**src/hdl/ats_consts.svh**
```systemverilog
// constants for the arm/trigger sequencer: offsets, fields, resets
// assumes inclusion by the design and by its bench
`ifndef ATS_CONSTS_SVH
`define ATS_CONSTS_SVH

`define ATS_NCH        2
`define ATS_CNT_MAX    17'h186a0
`define ATS_CNT_INF    17'h00000
`define ATS_CNT_RST    17'h00001
`define ATS_CNT_ONE    17'h00001
`define ATS_DLY_RST    32'h00000000
`define ATS_DLY_ONE    32'h00000001
`define ATS_DST_RST    11'h000
`define ATS_OEN_RST    6'h00

// address fields
`define ATS_A_GLOBAL   7
`define ATS_A_CHAN     6
`define ATS_A_IDX_HI   5
`define ATS_A_IDX_LO   2

// per-channel register indices
`define ATS_R_CTRL     4'h0
`define ATS_R_ARM_SRC  4'h1
`define ATS_R_TRG_SRC  4'h2
`define ATS_R_ARM_CNT  4'h3
`define ATS_R_TRG_CNT  4'h4
`define ATS_R_ARM_DLY  4'h5
`define ATS_R_TRG_DLY  4'h6
`define ATS_R_PERIOD   4'h7
`define ATS_R_OUT_EN   4'h8
`define ATS_R_OUT_DST  4'h9
`define ATS_R_STATUS   4'ha
`define ATS_R_ARM_NOW  4'hb
`define ATS_R_TRG_NOW  4'hc
// global register index
`define ATS_R_MODE     4'h0

`define ATS_CTRL_INIT  0
`define ATS_CTRL_ABORT 1
`define ATS_MODE_AUTO  0

// trigger output event bits
`define ATS_EV_ARM_B   0
`define ATS_EV_ARM_A   1
`define ATS_EV_TRG_B   2
`define ATS_EV_TRG_A   3
`define ATS_EV_ACT_B   4
`define ATS_EV_ACT_A   5

// trigger output destination bits
`define ATS_D_INT_LO   0
`define ATS_D_INT_HI   1
`define ATS_D_DIO_LO   2
`define ATS_D_DIO_HI   8
`define ATS_D_LAN      9
`define ATS_D_JACK     10

`endif

```
**src/hdl/ats_pkg.sv**
```systemverilog
// types of the arm/trigger sequencer
// assumes nothing beyond a SystemVerilog compiler
package ats_pkg;

  typedef logic [7:0]  ats_addr_t;
  typedef logic [31:0] ats_word_t;

  typedef enum logic [2:0] {
    ATS_IDLE      = 3'b000,
    ATS_ARM_WAIT  = 3'b001,
    ATS_ARM_DLY   = 3'b010,
    ATS_TRG_WAIT  = 3'b011,
    ATS_TRG_DLY   = 3'b100,
    ATS_ACT       = 3'b101
  } ats_state_t;

  // code is the bit index into the source vector
  typedef enum logic [3:0] {
    ATS_SRC_AUTO  = 4'h0,
    ATS_SRC_BUS   = 4'h1,
    ATS_SRC_TIMER = 4'h2,
    ATS_SRC_LINE_ONE = 4'h3,
    ATS_SRC_LINE_TWO = 4'h4,
    ATS_SRC_DIO1  = 4'h5,
    ATS_SRC_DIO7  = 4'hb,
    ATS_SRC_LAN   = 4'hc,
    ATS_SRC_JACK  = 4'hd
  } ats_src_t;

endpackage : ats_pkg

```
**src/hdl/ats_top.sv**
```systemverilog
// two independent arm/trigger sequencers (0 transient, 1 acquire)
// assumes all inputs but NRST_I synchronous to CLK_I; event inputs are levels
// sampled each cycle, action done is a one-cycle pulse
//
// Local design decisions: the address map and the address-and-strobe port.
`timescale 1ns/1ps
`include "ats_consts.svh"

module ats_top (
  input  wire logic              CLK_I,
  input  wire logic              NRST_I,
  input  wire ats_pkg::ats_addr_t ADDR_I,
  input  wire ats_pkg::ats_word_t WDATA_I,
  input  wire logic              WR_I,
  input  wire logic              RD_I,
  output ats_pkg::ats_word_t     RDATA_O,
  input  wire logic              BUS_TRIG_I,
  input  wire logic [1:0]        INT_LINE_I,
  input  wire logic [6:0]        DIO_I,
  input  wire logic              LAN_TRIG_I,
  input  wire logic              TRIG_IN_I,
  input  wire logic [1:0]        ACT_DONE_I,
  output logic      [1:0]        ACT_START_O,
  output logic      [1:0]        BUSY_O,
  output logic      [1:0]        INT_LINE_O,
  output logic      [6:0]        DIO_O,
  output logic                   LAN_TRIG_O,
  output logic                   TRIG_OUT_O
);
  import ats_pkg::*;

  // ****************************************
  // reset release
  // ****************************************
  logic rst_meta;
  logic rst_n;

  always_ff @(posedge CLK_I or negedge NRST_I) begin
    if (!NRST_I) begin
      rst_meta <= 1'b0;
      rst_n    <= 1'b0;
    end else begin
      rst_meta <= 1'b1;
      rst_n    <= rst_meta;
    end
  end

  // ****************************************
  // register decode
  // ****************************************
  logic [3:0]  idx;
  logic        ch_wr;
  logic        ch_sel;
  logic [16:0] wr_cnt;
  logic        auto_mode;

  assign idx    = ADDR_I[`ATS_A_IDX_HI:`ATS_A_IDX_LO];
  assign ch_wr  = WR_I && !ADDR_I[`ATS_A_GLOBAL];
  assign ch_sel = ADDR_I[`ATS_A_CHAN];
  // zero means infinite; values past the top clamp to it
  assign wr_cnt = (WDATA_I > {15'h0000, `ATS_CNT_MAX}) ? `ATS_CNT_MAX
                                                      : WDATA_I[16:0];

  always_ff @(posedge CLK_I or negedge rst_n) begin
    if (!rst_n) begin
      auto_mode <= 1'b0;
    end else if (WR_I && ADDR_I[`ATS_A_GLOBAL] && idx == `ATS_R_MODE) begin
      auto_mode <= WDATA_I[`ATS_MODE_AUTO];
    end
  end

  // ****************************************
  // per-sequencer state
  // ****************************************
  ats_state_t  st       [`ATS_NCH];
  ats_src_t    arm_src  [`ATS_NCH];
  ats_src_t    trg_src  [`ATS_NCH];
  logic [16:0] arm_lim  [`ATS_NCH];
  logic [16:0] trg_lim  [`ATS_NCH];
  logic [16:0] arm_cnt  [`ATS_NCH];
  logic [16:0] trg_cnt  [`ATS_NCH];
  logic [31:0] arm_dly  [`ATS_NCH];
  logic [31:0] trg_dly  [`ATS_NCH];
  logic [31:0] period   [`ATS_NCH];
  logic [31:0] dcnt     [`ATS_NCH];
  logic [31:0] tmr      [`ATS_NCH];
  logic [5:0]  out_en   [`ATS_NCH];
  logic [10:0] out_dst  [`ATS_NCH];
  logic [5:0]  evt      [`ATS_NCH];
  logic [10:0] fire     [`ATS_NCH];

  genvar g;
  generate
    for (g = 0; g < `ATS_NCH; g++) begin : g_ch
      logic        sel;
      logic        init_req;
      logic        abort_req;
      logic        init_ok;
      logic        tmr_hit;
      logic [15:0] src_vec;
      logic        arm_ev;
      logic        trg_ev;
      logic        trg_last;
      logic        arm_last;
      logic        done;

      assign sel       = ch_wr && (ch_sel == g[0]);
      assign init_req  = sel && idx == `ATS_R_CTRL
                         && WDATA_I[`ATS_CTRL_INIT];
      assign abort_req = sel && idx == `ATS_R_CTRL
                         && WDATA_I[`ATS_CTRL_ABORT];
      // auto mode keeps acquire restarting and locks transient out
      assign init_ok   = (g == 1) ? (init_req || auto_mode)
                                  : (init_req && !auto_mode);
      assign tmr_hit   = (period[g] != `ATS_DLY_RST) && (tmr[g] == 32'h0);
      // auto source resolves to an immediate event
      assign src_vec   = {2'b00, TRIG_IN_I, LAN_TRIG_I, DIO_I, INT_LINE_I,
                          tmr_hit, BUS_TRIG_I, 1'b1};
      assign arm_ev    = src_vec[arm_src[g]];
      assign trg_ev    = src_vec[trg_src[g]];
      assign done      = ACT_DONE_I[g];
      assign trg_last  = trg_lim[g] != `ATS_CNT_INF
                         && (trg_cnt[g] + `ATS_CNT_ONE) == trg_lim[g];
      assign arm_last  = arm_lim[g] != `ATS_CNT_INF
                         && (arm_cnt[g] + `ATS_CNT_ONE) == arm_lim[g];

      // ****************************************
      // configuration registers
      // ****************************************
      always_ff @(posedge CLK_I or negedge rst_n) begin
        if (!rst_n) begin
          arm_src[g] <= ATS_SRC_AUTO;
          trg_src[g] <= ATS_SRC_AUTO;
          arm_lim[g] <= `ATS_CNT_RST;
          trg_lim[g] <= `ATS_CNT_RST;
          arm_dly[g] <= `ATS_DLY_RST;
          trg_dly[g] <= `ATS_DLY_RST;
          period[g]  <= `ATS_DLY_RST;
          out_en[g]  <= `ATS_OEN_RST;
          out_dst[g] <= `ATS_DST_RST;
        end else if (sel) begin
          unique case (idx)
            `ATS_R_ARM_SRC: arm_src[g] <= ats_src_t'(WDATA_I[3:0]);
            `ATS_R_TRG_SRC: trg_src[g] <= ats_src_t'(WDATA_I[3:0]);
            `ATS_R_ARM_CNT: arm_lim[g] <= wr_cnt;
            `ATS_R_TRG_CNT: trg_lim[g] <= wr_cnt;
            `ATS_R_ARM_DLY: arm_dly[g] <= WDATA_I;
            `ATS_R_TRG_DLY: trg_dly[g] <= WDATA_I;
            `ATS_R_PERIOD:  period[g]  <= WDATA_I;
            `ATS_R_OUT_EN:  out_en[g]  <= WDATA_I[5:0];
            `ATS_R_OUT_DST: out_dst[g] <= WDATA_I[10:0];
            default: ;
          endcase
        end
      end

      // ****************************************
      // period timer
      // ****************************************
      // restarts on arm-wait entry and on trigger-wait entry from the arm delay, so the first event there is a full period
      always_ff @(posedge CLK_I or negedge rst_n) begin
        if (!rst_n) begin
          tmr[g] <= `ATS_DLY_RST;
        end else if (period[g] == `ATS_DLY_RST) begin
          tmr[g] <= `ATS_DLY_RST;
        end else if (evt[g][`ATS_EV_ARM_B] || evt[g][`ATS_EV_TRG_B]
                     || tmr[g] == 32'h0) begin
          tmr[g] <= period[g] - `ATS_DLY_ONE;
        end else begin
          tmr[g] <= tmr[g] - `ATS_DLY_ONE;
        end
      end

      // ****************************************
      // sequencer
      // ****************************************
      always_ff @(posedge CLK_I or negedge rst_n) begin
        if (!rst_n) begin
          st[g]          <= ATS_IDLE;
          arm_cnt[g]     <= `ATS_CNT_INF;
          trg_cnt[g]     <= `ATS_CNT_INF;
          dcnt[g]        <= `ATS_DLY_RST;
          ACT_START_O[g] <= 1'b0;
          evt[g]         <= `ATS_OEN_RST;
        end else begin
          ACT_START_O[g] <= 1'b0;
          evt[g]         <= `ATS_OEN_RST;
          if (abort_req || (g == 0 && auto_mode)) begin
            st[g] <= ATS_IDLE;
          end else begin
            unique case (st[g])
              ATS_IDLE: if (init_ok) begin
                st[g]                  <= ATS_ARM_WAIT;
                arm_cnt[g]             <= `ATS_CNT_INF;
                evt[g][`ATS_EV_ARM_B]  <= 1'b1;
              end
              ATS_ARM_WAIT: if (arm_ev) begin
                st[g]   <= ATS_ARM_DLY;
                dcnt[g] <= arm_dly[g];
              end
              ATS_ARM_DLY: if (dcnt[g] == 32'h0) begin
                st[g]                  <= ATS_TRG_WAIT;
                trg_cnt[g]             <= `ATS_CNT_INF;
                evt[g][`ATS_EV_TRG_B]  <= 1'b1;
              end else begin
                dcnt[g] <= dcnt[g] - `ATS_DLY_ONE;
              end
              ATS_TRG_WAIT: if (trg_ev) begin
                st[g]   <= ATS_TRG_DLY;
                dcnt[g] <= trg_dly[g];
              end
              ATS_TRG_DLY: if (dcnt[g] == 32'h0) begin
                st[g]                  <= ATS_ACT;
                ACT_START_O[g]         <= 1'b1;
                evt[g][`ATS_EV_ACT_B]  <= 1'b1;
              end else begin
                dcnt[g] <= dcnt[g] - `ATS_DLY_ONE;
              end
              ATS_ACT: if (done) begin
                evt[g][`ATS_EV_ACT_A] <= 1'b1;
                trg_cnt[g] <= trg_cnt[g] + `ATS_CNT_ONE;
                if (!trg_last) begin
                  st[g] <= ATS_TRG_WAIT;
                end else begin
                  evt[g][`ATS_EV_TRG_A] <= 1'b1;
                  evt[g][`ATS_EV_ARM_A] <= 1'b1;
                  arm_cnt[g] <= arm_cnt[g] + `ATS_CNT_ONE;
                  if (arm_last) begin
                    st[g] <= ATS_IDLE;
                  end else begin
                    st[g]                 <= ATS_ARM_WAIT;
                    evt[g][`ATS_EV_ARM_B] <= 1'b1;
                  end
                end
              end
              default: st[g] <= ATS_IDLE;
            endcase
          end
        end
      end

      assign fire[g] = (|(evt[g] & out_en[g])) ? out_dst[g] : `ATS_DST_RST;
      assign BUSY_O[g] = st[g] != ATS_IDLE;

      if (g == 0) begin : g_tr_chk

      end
    end
  endgenerate

  // ****************************************
  // trigger outputs
  // ****************************************
  // both sequencers share every destination, so pulses merge by OR
  always_ff @(posedge CLK_I or negedge rst_n) begin
    if (!rst_n) begin
      INT_LINE_O <= 2'b00;
      DIO_O      <= 7'h00;
      LAN_TRIG_O <= 1'b0;
      TRIG_OUT_O <= 1'b0;
    end else begin
      INT_LINE_O <= fire[0][`ATS_D_INT_HI:`ATS_D_INT_LO]
                  | fire[1][`ATS_D_INT_HI:`ATS_D_INT_LO];
      DIO_O      <= fire[0][`ATS_D_DIO_HI:`ATS_D_DIO_LO]
                  | fire[1][`ATS_D_DIO_HI:`ATS_D_DIO_LO];
      LAN_TRIG_O <= fire[0][`ATS_D_LAN] | fire[1][`ATS_D_LAN];
      TRIG_OUT_O <= fire[0][`ATS_D_JACK] | fire[1][`ATS_D_JACK];
    end
  end

  // ****************************************
  // read back
  // ****************************************
  logic rc;
  assign rc = ch_sel;

  always_ff @(posedge CLK_I or negedge rst_n) begin
    if (!rst_n) begin
      RDATA_O <= 32'h0;
    end else if (!RD_I) begin
      RDATA_O <= 32'h0;
    end else if (ADDR_I[`ATS_A_GLOBAL]) begin
      RDATA_O <= (idx == `ATS_R_MODE) ? {31'h0, auto_mode} : 32'h0;
    end else begin
      unique case (idx)
        `ATS_R_ARM_SRC: RDATA_O <= {28'h0, arm_src[rc]};
        `ATS_R_TRG_SRC: RDATA_O <= {28'h0, trg_src[rc]};
        `ATS_R_ARM_CNT: RDATA_O <= {15'h0, arm_lim[rc]};
        `ATS_R_TRG_CNT: RDATA_O <= {15'h0, trg_lim[rc]};
        `ATS_R_ARM_DLY: RDATA_O <= arm_dly[rc];
        `ATS_R_TRG_DLY: RDATA_O <= trg_dly[rc];
        `ATS_R_PERIOD:  RDATA_O <= period[rc];
        `ATS_R_OUT_EN:  RDATA_O <= {26'h0, out_en[rc]};
        `ATS_R_OUT_DST: RDATA_O <= {21'h0, out_dst[rc]};
        `ATS_R_STATUS:  RDATA_O <= {29'h0, st[rc]};
        `ATS_R_ARM_NOW: RDATA_O <= {15'h0, arm_cnt[rc]};
        `ATS_R_TRG_NOW: RDATA_O <= {15'h0, trg_cnt[rc]};
        default:        RDATA_O <= 32'h0;
      endcase
    end
  end

endmodule // ats_top

```
**config.mk**
```make
export PLATFORM = sky130hd
export DESIGN_NAME = ats_top
export DESIGN_NICKNAME = d
export VERILOG_FILES = /design/src/hdl/ats_pkg.sv /design/src/hdl/ats_top.sv
export VERILOG_INCLUDE_DIRS = /design/src /design/src/hdl
export SDC_FILE = /design/constraint.sdc
export NUM_CORES = 1
export LEC_CHECK = 0
export CAP_MARGIN = 10
export CORE_ASPECT_RATIO = 1.5
export CORE_UTILIZATION = 45
export DETAILED_ROUTE_END_ITERATION = 12
export DONT_BUFFER_PORTS = 1
export GPL_ROUTABILITY_DRIVEN = 0
export PLACE_DENSITY_LB_ADDON = 0.15
export SETUP_SLACK_MARGIN = 0.4
export SYNTH_ARGS = -nofsm -noshare
export SYNTH_HDL_FRONTEND = slang
export SYNTH_SLANG_ARGS = --single-unit
export TNS_END_PERCENT = 10
```
**constraint.sdc**
```tcl
create_clock -name CLK_I -period 22 [get_ports CLK_I]
set_clock_uncertainty 0.05 [all_clocks]
set_input_delay 1.1 -clock CLK_I [delete_from_list [all_inputs] [get_ports CLK_I]]
set_output_delay 1.1 -clock CLK_I [all_outputs]
set_load 0.05 [all_outputs]
```
==> key figures, run 1 <==
Status
  • Outcome: completed

Clock network
  • Cts repair resizes: 0
  • Post-CTS setup repair buffer count: 0
  • Clock transition at path regs: 0.06 ns
  • Htree depth: 2
  • Clk buf depth: 3
  • Hold_buf cts: 0
  • CTS root buf: clkbuf_16
  • Clk_lat worst skew: 0.66 ns
  • CTS buffer count: 59
  • TritonCTS clock tree: done
  • CTS sink cnt: 568

STA
  • Fmax: 201.9 MHz
  • Fin. max-slew vios: 0
  • Unrepaired setup endpoints after global routing: no
  • Final hold vios: 0
  • Worst slew margin: 0.1938
  • Min Hold Slack: 0.09386 ns
  • Tcrit/Tclk final: 0.2251
  • Final WS setup: 17.05 ns
  • Slew @ Worst Pin: 1.206 ns
  • Final number of setup-violating endpoints: 0
  • Final worst path period need: 4.953 ns
  • Setup TNS: 0 ns

Pwr
  • Power density over the cells: 104.1 nW/um^2
  • Internal: 2.233 mW
  • Switch share: 0.3735
  • Psw: 1.331 mW
  • Flop pwr share: 0.407
  • Leakage Power: 14.21 nW
  • VDD IR max: 0.00007477 V
  • Combinational group share of total power: 0.293
  • Total power: 3.564 mW
  • Clock Power Share: 0.300

Worst setup path
  • Cell family with most CP delay: simple AND/OR/NAND/NOR gates
  • Crit path largest cell delay: 0.78 ns
  • Cell Chain, Critical Path: or4_1 -> nor3_1 -> nand4_1 -> nand2_2 -> mux2i_1 -> ha_1 -> nor4b_1 -> and4_1 -> nand4_1 -> nor3b_1 -> a21o_1 -> or3_1 -> xor2_1 -> o22ai_1
  • Crit path top cell by count: nand4_1
  • CP Class: reg2reg
  • Worst Setup Start Kind: register
  • Stages on worst setup path: 14
  • CP Capture Type: register
  • Worst path required time: 22.46 ns
  • CP max FO: 10
  • Max stage delay cell, worst path: nor3b_1
  • Crit path arrival time: 5.42 ns
  • Reg2Reg Depth: 14
  • CP bufs+invs: 0

Logic synthesis
  • Number of flops mapped to enable cells by yosys: 0
  • Commonest cells post-synth: 564 x dfrtp_1, 289 x o21ai_0, 261 x mux2_2
  • Mapped Nets: 3,296
  • FFs w/ async S/R, synth: 1.000
  • Ys flop type: dfrtp_1
  • Synth cell types: 83
  • Synth top area share: 0.4475
  • Cell taking the most area after synthesis: dfrtp_1
  • Synthesized area: 31,540 sq um
  • Synth Warn #: 0
  • Seq/Total Area, Yosys: 0.4509
  • FF+latch count, synth: 568
  • Syn Inst Count: 3,230
  • Post-Syn Area per Cell: 9.763 sq um
  • Count leader, synth: dfrtp_1
  • Synth top area cells: dfrtp_1 45%, mux2_2 9.3%, o21ai_0 4.6%

Die
  • Num rows: 118
  • Die Area: 71,160 sq um
  • Die span in x: 218.1 um
  • # IOs: 105
  • Die Ht: 326.2 um
  • Initial Utilization: 0.4554
  • Core Box Area: 69,240 sq um

Detailed routing
  • DRT Pass-1 Iters: 7
  • Total routed wirelength: 115,000 um
  • Post-route ant nets: 0
  • DR DRC count: 0
  • DRT iter0 DRCs: 3,131
  • WL per Instance: 28.37 um
  • Routed via count: 27.38k
  • DR vias/cell: 6.753

Flow run
  • Max cap viols: 0

Layout
  • Share of cells above drive strength 1: 0.1453
  • Finished Layout Cells: 4,055
  • P&R area growth vs syn: 8.582%
  • Finished Cell Area: 34,240 sq um
  • # nets final: 3,168
  • Fin util: 0.4945

Global route
  • All-Layer GR Usage: 0.3191
  • First-pass GRT wire length: 171,000 um
  • Number of global-route vias before repair: 27.09k
  • Initial antenna violation count: 2
  • Pin count of the biggest net entering global routing: 167
  • Total gr overflow: 0

Min path
  • Worst min path class: in2async

Placement
  • Placed cell area: 32,170 sq um
  • Dpl hpwl: 82,230 um
  • DP Cell Count: 3,940
  • Number of I/O port buffers: 0
  • Dpl ws: 17.15 ns
[layout by cell type, fill, tap and decap left out, types with 56 or more instances in the layout]
cell type / instances
xnor2_1: 90
nor2_1: 232
nand3_1: 69
dfrtp_1: 563
nor4_1: 64
nand4_1: 56
mux2i_1: 101
clkbuf_16: 60
nor3_1: 99
a21oi_1: 128
nand2_1: 233
a222oi_1: 80
mux2_2: 261
o21ai_0: 289
[power by group through the flow]
stage	combinational, mW	sequential [mW]	clock [mW]
after global placement	1.00	1.45	0
after global routing	1.15	1.47	1.12
after detailed placement	1.03	1.46	0
after CTS	1.03	1.44	1.08
final	1.04	1.45	1.07
after floorplan	0.823	1.37	0
[state kept, by name (all words and copies together), names as in the netlist, 12 cells and up]
name,count
RDATA_O,32
arm_cnt,34
arm_dly,64
arm_lim,34
dcnt,64
out_dst,22
out_en,12
period,64
tmr,64
trg_cnt,34
trg_dly,64
trg_lim,34
[layout make-up]
class	count	area (sq um)
well taps	900	1126
repair buffers	45	350.3
multi-input cells	2384	16310
flip-flops and latches	568	14220
clock buffers	86	1759
diodes	2	5.005
fillers	6481	35000
inverters	44	165.2
clock inverters	26	300.3
[per-layer routing]
metal / GRT usage / share of wire
met1: 0.3793 / 0.37
met4: 0.2043 / 0.071
met3: 0.05950 / 0.075
met2: 0.5276 / 0.48
met5: 0 / 0.000087
[final timing paths]
kind	start	to	slack [ns]
setup / recovery	tmr[9]$_DFF_PN0_	tmr[20]$_DFF_PN0_	17.05
hold / removal	NRST_I	rst_n$_DFF_PN0_	0.09
setup reg to reg	tmr[9]$_DFF_PN0_	tmr[20]$_DFF_PN0_	17.05
hold reg to reg	rst_meta$_DFF_PN0_	rst_n$_DFF_PN0_	0.30
max in group asynchronous	rst_n$_DFF_PN0_	arm_dly[52]$_DFFE_PN0P_	18.38
min in group CLK_I	rst_meta$_DFF_PN0_	rst_n$_DFF_PN0_	0.30
[cells by family (layout without fill, tap and decap cells)]
group,Yosys count,after routing,share of synthesized area
and+or+nand+nor,1016,1016,0.1633
AOI/OAI and AO/OA,847,847,0.1793
DFF,568,568,0.4509
muxes,367,367,0.1288
buffers and inverters,278,201,0.03416
xor gates and xnor gates,145,145,0.04027
adders and majority gates,8,8,0.003174
other,1,3,0.0001189
(Power assumes the default switching activity.)
==> inputs of run 2 (changes only) <==
--- a/config.mk
+++ b/config.mk
@@ -6,6 +6,7 @@
 export SDC_FILE = /design/constraint.sdc
 export NUM_CORES = 1
 export LEC_CHECK = 0
+export ABC_AREA = 1
 export CAP_MARGIN = 10
 export CORE_ASPECT_RATIO = 1.5
 export CORE_UTILIZATION = 45
==> constraint.sdc (replaced) <==
create_clock -name CLK_I -period 4.2 [get_ports CLK_I]
set_clock_uncertainty 0.05 [all_clocks]
set_input_delay 0.21 -clock CLK_I [delete_from_list [all_inputs] [get_ports CLK_I]]
set_output_delay 0.21 -clock CLK_I [all_outputs]
set_load 0.05 [all_outputs]
==> run 2 against run 1 <==
Effect of this change: total power grew to 6.1 times the previous value; flip-flop and latch count is the same; global-route usage grew 4.5 points; largest power group is now combinational cells.
==> key figures, run 2 <==
Logic synthesis
  • Synth Area in XOR/XNOR: 0.01097 (-0.02931)
  • Syn Inst Count: 4,914 (+52%)
  • FFs w/ async S/R, synth: 1.000 (unchanged)
  • Post-Synth Simple-Gate Area: 0.3190 (+0.1557)
  • Synth top area cells: dfrtp_1 42%, nand2_1 17%, o21ai_0 8.0%
  • Synth cell types: 64 (-23%)
  • Cell taking the most area after synthesis: dfrtp_1
  • Post-Synth Adder-Cell Area: 0.002954 (-0.0002202)
  • Mapped Nets: 4,980 (+51%)
  • Mux contribution to synthesized area: 0 (-0.1288)
  • Post-Syn Area per Cell: 6.896 sq um (-29%)
  • Largest family of logic cells by synthesized area: simple AND/OR/NAND/NOR gates
  • Commonest cells post-synth: 1,508 x nand2_1, 603 x inv_1, 564 x dfrtp_1
  • Synthesized area: 33,890 sq um (+7.5%)
  • Count leader, synth: nand2_1
  • Ys flop type: dfrtp_1
  • Synth top area share: 0.4165 (-0.03105)
  • Seq/Total Area, Yosys: 0.4196 (-0.03128)
  • FF+latch count, synth: 568 (unchanged)
  • Synth Warn #: 0 (unchanged)
  • Synth Area in Compound Gates: 0.1536 (-0.02570)
  • Number of flops mapped to enable cells by yosys: 0 (unchanged)

Pwr
  • Leakage Power: 17.73 nW (+25%)
  • Internal: 12.50 mW (+460%)
  • VDD IR max: 0.0003579 V (+380%)
  • Combinational group share of total power: 0.380 (+0.087)
  • Psw: 9.247 mW (+590%)
  • Power density over the cells: 580.1 nW/um^2 (+460%)
  • Clock Power Share: 0.271 (-0.029)
  • Switch share: 0.4253 (+0.05180)
  • Flop pwr share: 0.349 (-0.058)
  • Total power: 21.74 mW (+510%)

Worst setup path
  • CP max FO: 5 (-5)
  • CP Capture Type: register
  • Crit path top cell by count: nand2_1
  • Worst Setup Start Kind: register
  • Cell Chain, Critical Path: ha_1 -> nand2_1 -> nor2_1 -> nand2_1 -> o21ai_0 -> nand2_1 -> nand2_1 -> nand3_1 -> nor3_1 -> nand3_1 -> nand2_1 -> a21oi_1 -> dlygate4sd3_1
  • Reg2Reg Depth: 13 (-1)
  • Cell family with most CP delay: simple AND/OR/NAND/NOR gates
  • Worst path required time: 4.69 ns (-17.77 ns)
  • Worst Setup SP: arm_cnt[17]$_DFFE_PN0P_
  • RR Endpoint: evt[6]$_DFF_PN0_
  • Max stage delay cell, worst path: dlygate4sd3_1
  • Reg-to-Reg Start: arm_cnt[17]$_DFFE_PN0P_
  • CP Class: reg2reg
  • R2R Setup Slk: 0.82 ns (-16.23 ns)
  • CP bufs+invs: 1 (+1)
  • Crit path arrival time: 3.87 ns (-1.55 ns)
  • CP Capture Point: evt[6]$_DFF_PN0_
  • Crit path largest cell delay: 0.58 ns (-0.20 ns)
  • Stages on worst setup path: 13 (-1)

Layout
  • Most frequent cells in the layout: 1,502 x nand2_1, 603 x inv_1, 563 x dfrtp_1, 540 x o21ai_0, 479 x nor2_1
  • P&R area growth vs syn: 10.61%
  • Share of cells above drive strength 1: 0.05887 (-0.08639)
  • # nets final: 4,961 (+57%)
  • Finished Layout Cells: 5,936 (+46%)
  • Most common cell after layout, fill and taps aside: nand2_1

Min path
  • Worst min path class: in2reg

Clock network
  • Clk buf depth: 3 (unchanged)
  • Htree depth: 2 (unchanged)
  • Clk_lat worst skew: 0.67 ns (about the same)
  • Clock transition at path regs: 0.07 ns (about the same)
  • CTS buffer count: 60 (+1.7%)
  • Cts repair resizes: 0 (unchanged)
  • TritonCTS clock tree: done
  • CTS root buf: clkbuf_16
  • CTS sink cnt: 568 (unchanged)

Global route
  • Initial antenna violation count: 7 (+5)
  • First-pass GRT wire length: 203,100 um (+19%)
  • Pin count of the biggest net entering global routing: 176 (+5.4%)
  • All-Layer GR Usage: 0.3638 (+0.04467)
  • Number of global-route vias before repair: 31.83k (+18%)
  • Total gr overflow: 0 (unchanged)

Die
  • # IOs: 105 (unchanged)
  • Die span in x: 226.1 um (+3.6%)
  • Die Area: 76,430 sq um (+7.4%)
  • Core Box Area: 74,190 sq um (+7.1%)
  • Initial Utilization: 0.4568 (+0.001351)
  • Num rows: 122 (+3.4%)
  • Die Ht: 338.1 um (+3.6%)

Placement
  • DP Cell Count: 5,784 (+47%)
  • Dpl ws: 1.101 ns (-16.05 ns)
  • Dpl hpwl: 100,900 um (+23%)
  • Number of I/O port buffers: 0 (unchanged)

STA
  • Setup TNS: 0 ns (unchanged)
  • Final worst path period need: 3.380 ns (-1.572 ns)
  • Tcrit/Tclk final: 0.8048 (+0.5797)
  • Unrepaired setup endpoints after global routing: no
  • Final hold vios: 0 (unchanged)
  • Min Hold Slack: 0.01919 ns (-0.07467 ns)
  • Fmax: 295.9 MHz (+47%)
  • Fin. max-slew vios: 0 (unchanged)
  • Worst slew margin: 0.1824 (-0.01146)
  • Final WS setup: 0.8200 ns (-16.23 ns)
  • Slew @ Worst Pin: 1.214 ns (+0.007226 ns)
  • Final number of setup-violating endpoints: 0 (unchanged)

Detailed routing
  • DR DRC count: 0 (unchanged)
  • Routed via count: 34.10k (+25%)
  • Total routed wirelength: 138,600 um (+20%)
  • DR top layer: met5
  • WL per Instance: 23.35 um (-18%)
  • M1 wire length: 49,750 um (+16%)
  • DRT Pass-1 Iters: 8 (+1)
  • DR vias/cell: 5.745 (-15%)
  • Routed wl met2: 62,660 um (+13%)
  • DRT iter0 DRCs: 3,358 (+7.3%)
  • Metal3 WL: 11,020 um (+27%)
  • Post-route ant nets: 0 (unchanged)

Flow run
  • Max cap viols: 0 (unchanged)

Status
  • Outcome: completed
## run 2: per-stage QoR
stage          instance area (sq um)  utilization
6_report                       37480       0.5052
3_5_place_dp                   34940       0.4709
3_3_place_gp                   34940       0.4709
5_1_grt                        37480       0.5052
4_1_cts                        37470       0.5051
2_1_floorplan                  33890            -
## run 2: power groups by stage
stage / logic, mW / registers [mW] / clock network, mW
after CTS: 8.11 / 7.55 / 5.93
after floorplan: 5.96 / 7.35 / 0
after detailed placement: 8.04 / 7.64 / 0
after global placement: 7.94 / 7.62 / 0
after global routing: 9.21 / 7.72 / 6.14
final: 8.26 / 7.59 / 5.88
## run 2: worst min path at each step
stage,from,endpoint,slack (ns),cells past startpoint
detailed placement,NRST_I,rst_meta$_DFF_PN0_,-0.14,0
CTS,WDATA_I[12],trg_dly[12]$_DFFE_PN0P_,0.003,2
floorplan,NRST_I,rst_meta$_DFF_PN0_,-0.14,0
global placement,NRST_I,rst_meta$_DFF_PN0_,-0.14,0
finish,WR_I,trg_src[6]$_DFFE_PN0P_,0.02,4
global route,WDATA_I[13],period[45]$_DFFE_PN0P_,0.002,2
## run 2: cells by family after synthesis
kind of cell    after synthesis
compound gates              925
xor+xnor                     33
fa+ha+maj                     8
buf+inv                     810
flops                       568
other cells                   1
simple gates               2569
## run 2: what timing repair did
item,CTS,global route
endpoints found under the hold margin,227,3
hold buffers,40,1
setup endpoints to repair,0,0
buffers inserted,0,0
## run 2: layout make-up
type                    count  area (sq um)
fillers                  7600         36700
multi-input cells        3536         16520
flip-flops and latches    568         14220
inverters                 616          2312
clock buffers              84          1743
well taps                 992          1241
repair buffers            113          1061
clock inverters            26         379.1
diodes                      1         2.502
## run 2: worst register-to-register path, cell delays in order, from the launching register on
cell and delay, ns:
dfrtp_1 0.44, ha_1 0.20, nand2_1 0.09, nor2_1 0.26, nand2_1 0.25, o21ai_0 0.34
nand2_1 0.16, nand2_1 0.09, nand3_1 0.07, nor3_1 0.22, nand3_1 0.29, nand2_1 0.13
a21oi_1 0.09, dlygate4sd3_1 0.58
## run 2: routing by layer
metal / vias up / global-route usage
met5: - / 0
met4: 8 / 0.3302
met3: 527 / 0.07437
met2: 1574 / 0.5800
met1: 16078 / 0.4104
li1: 15916 / -
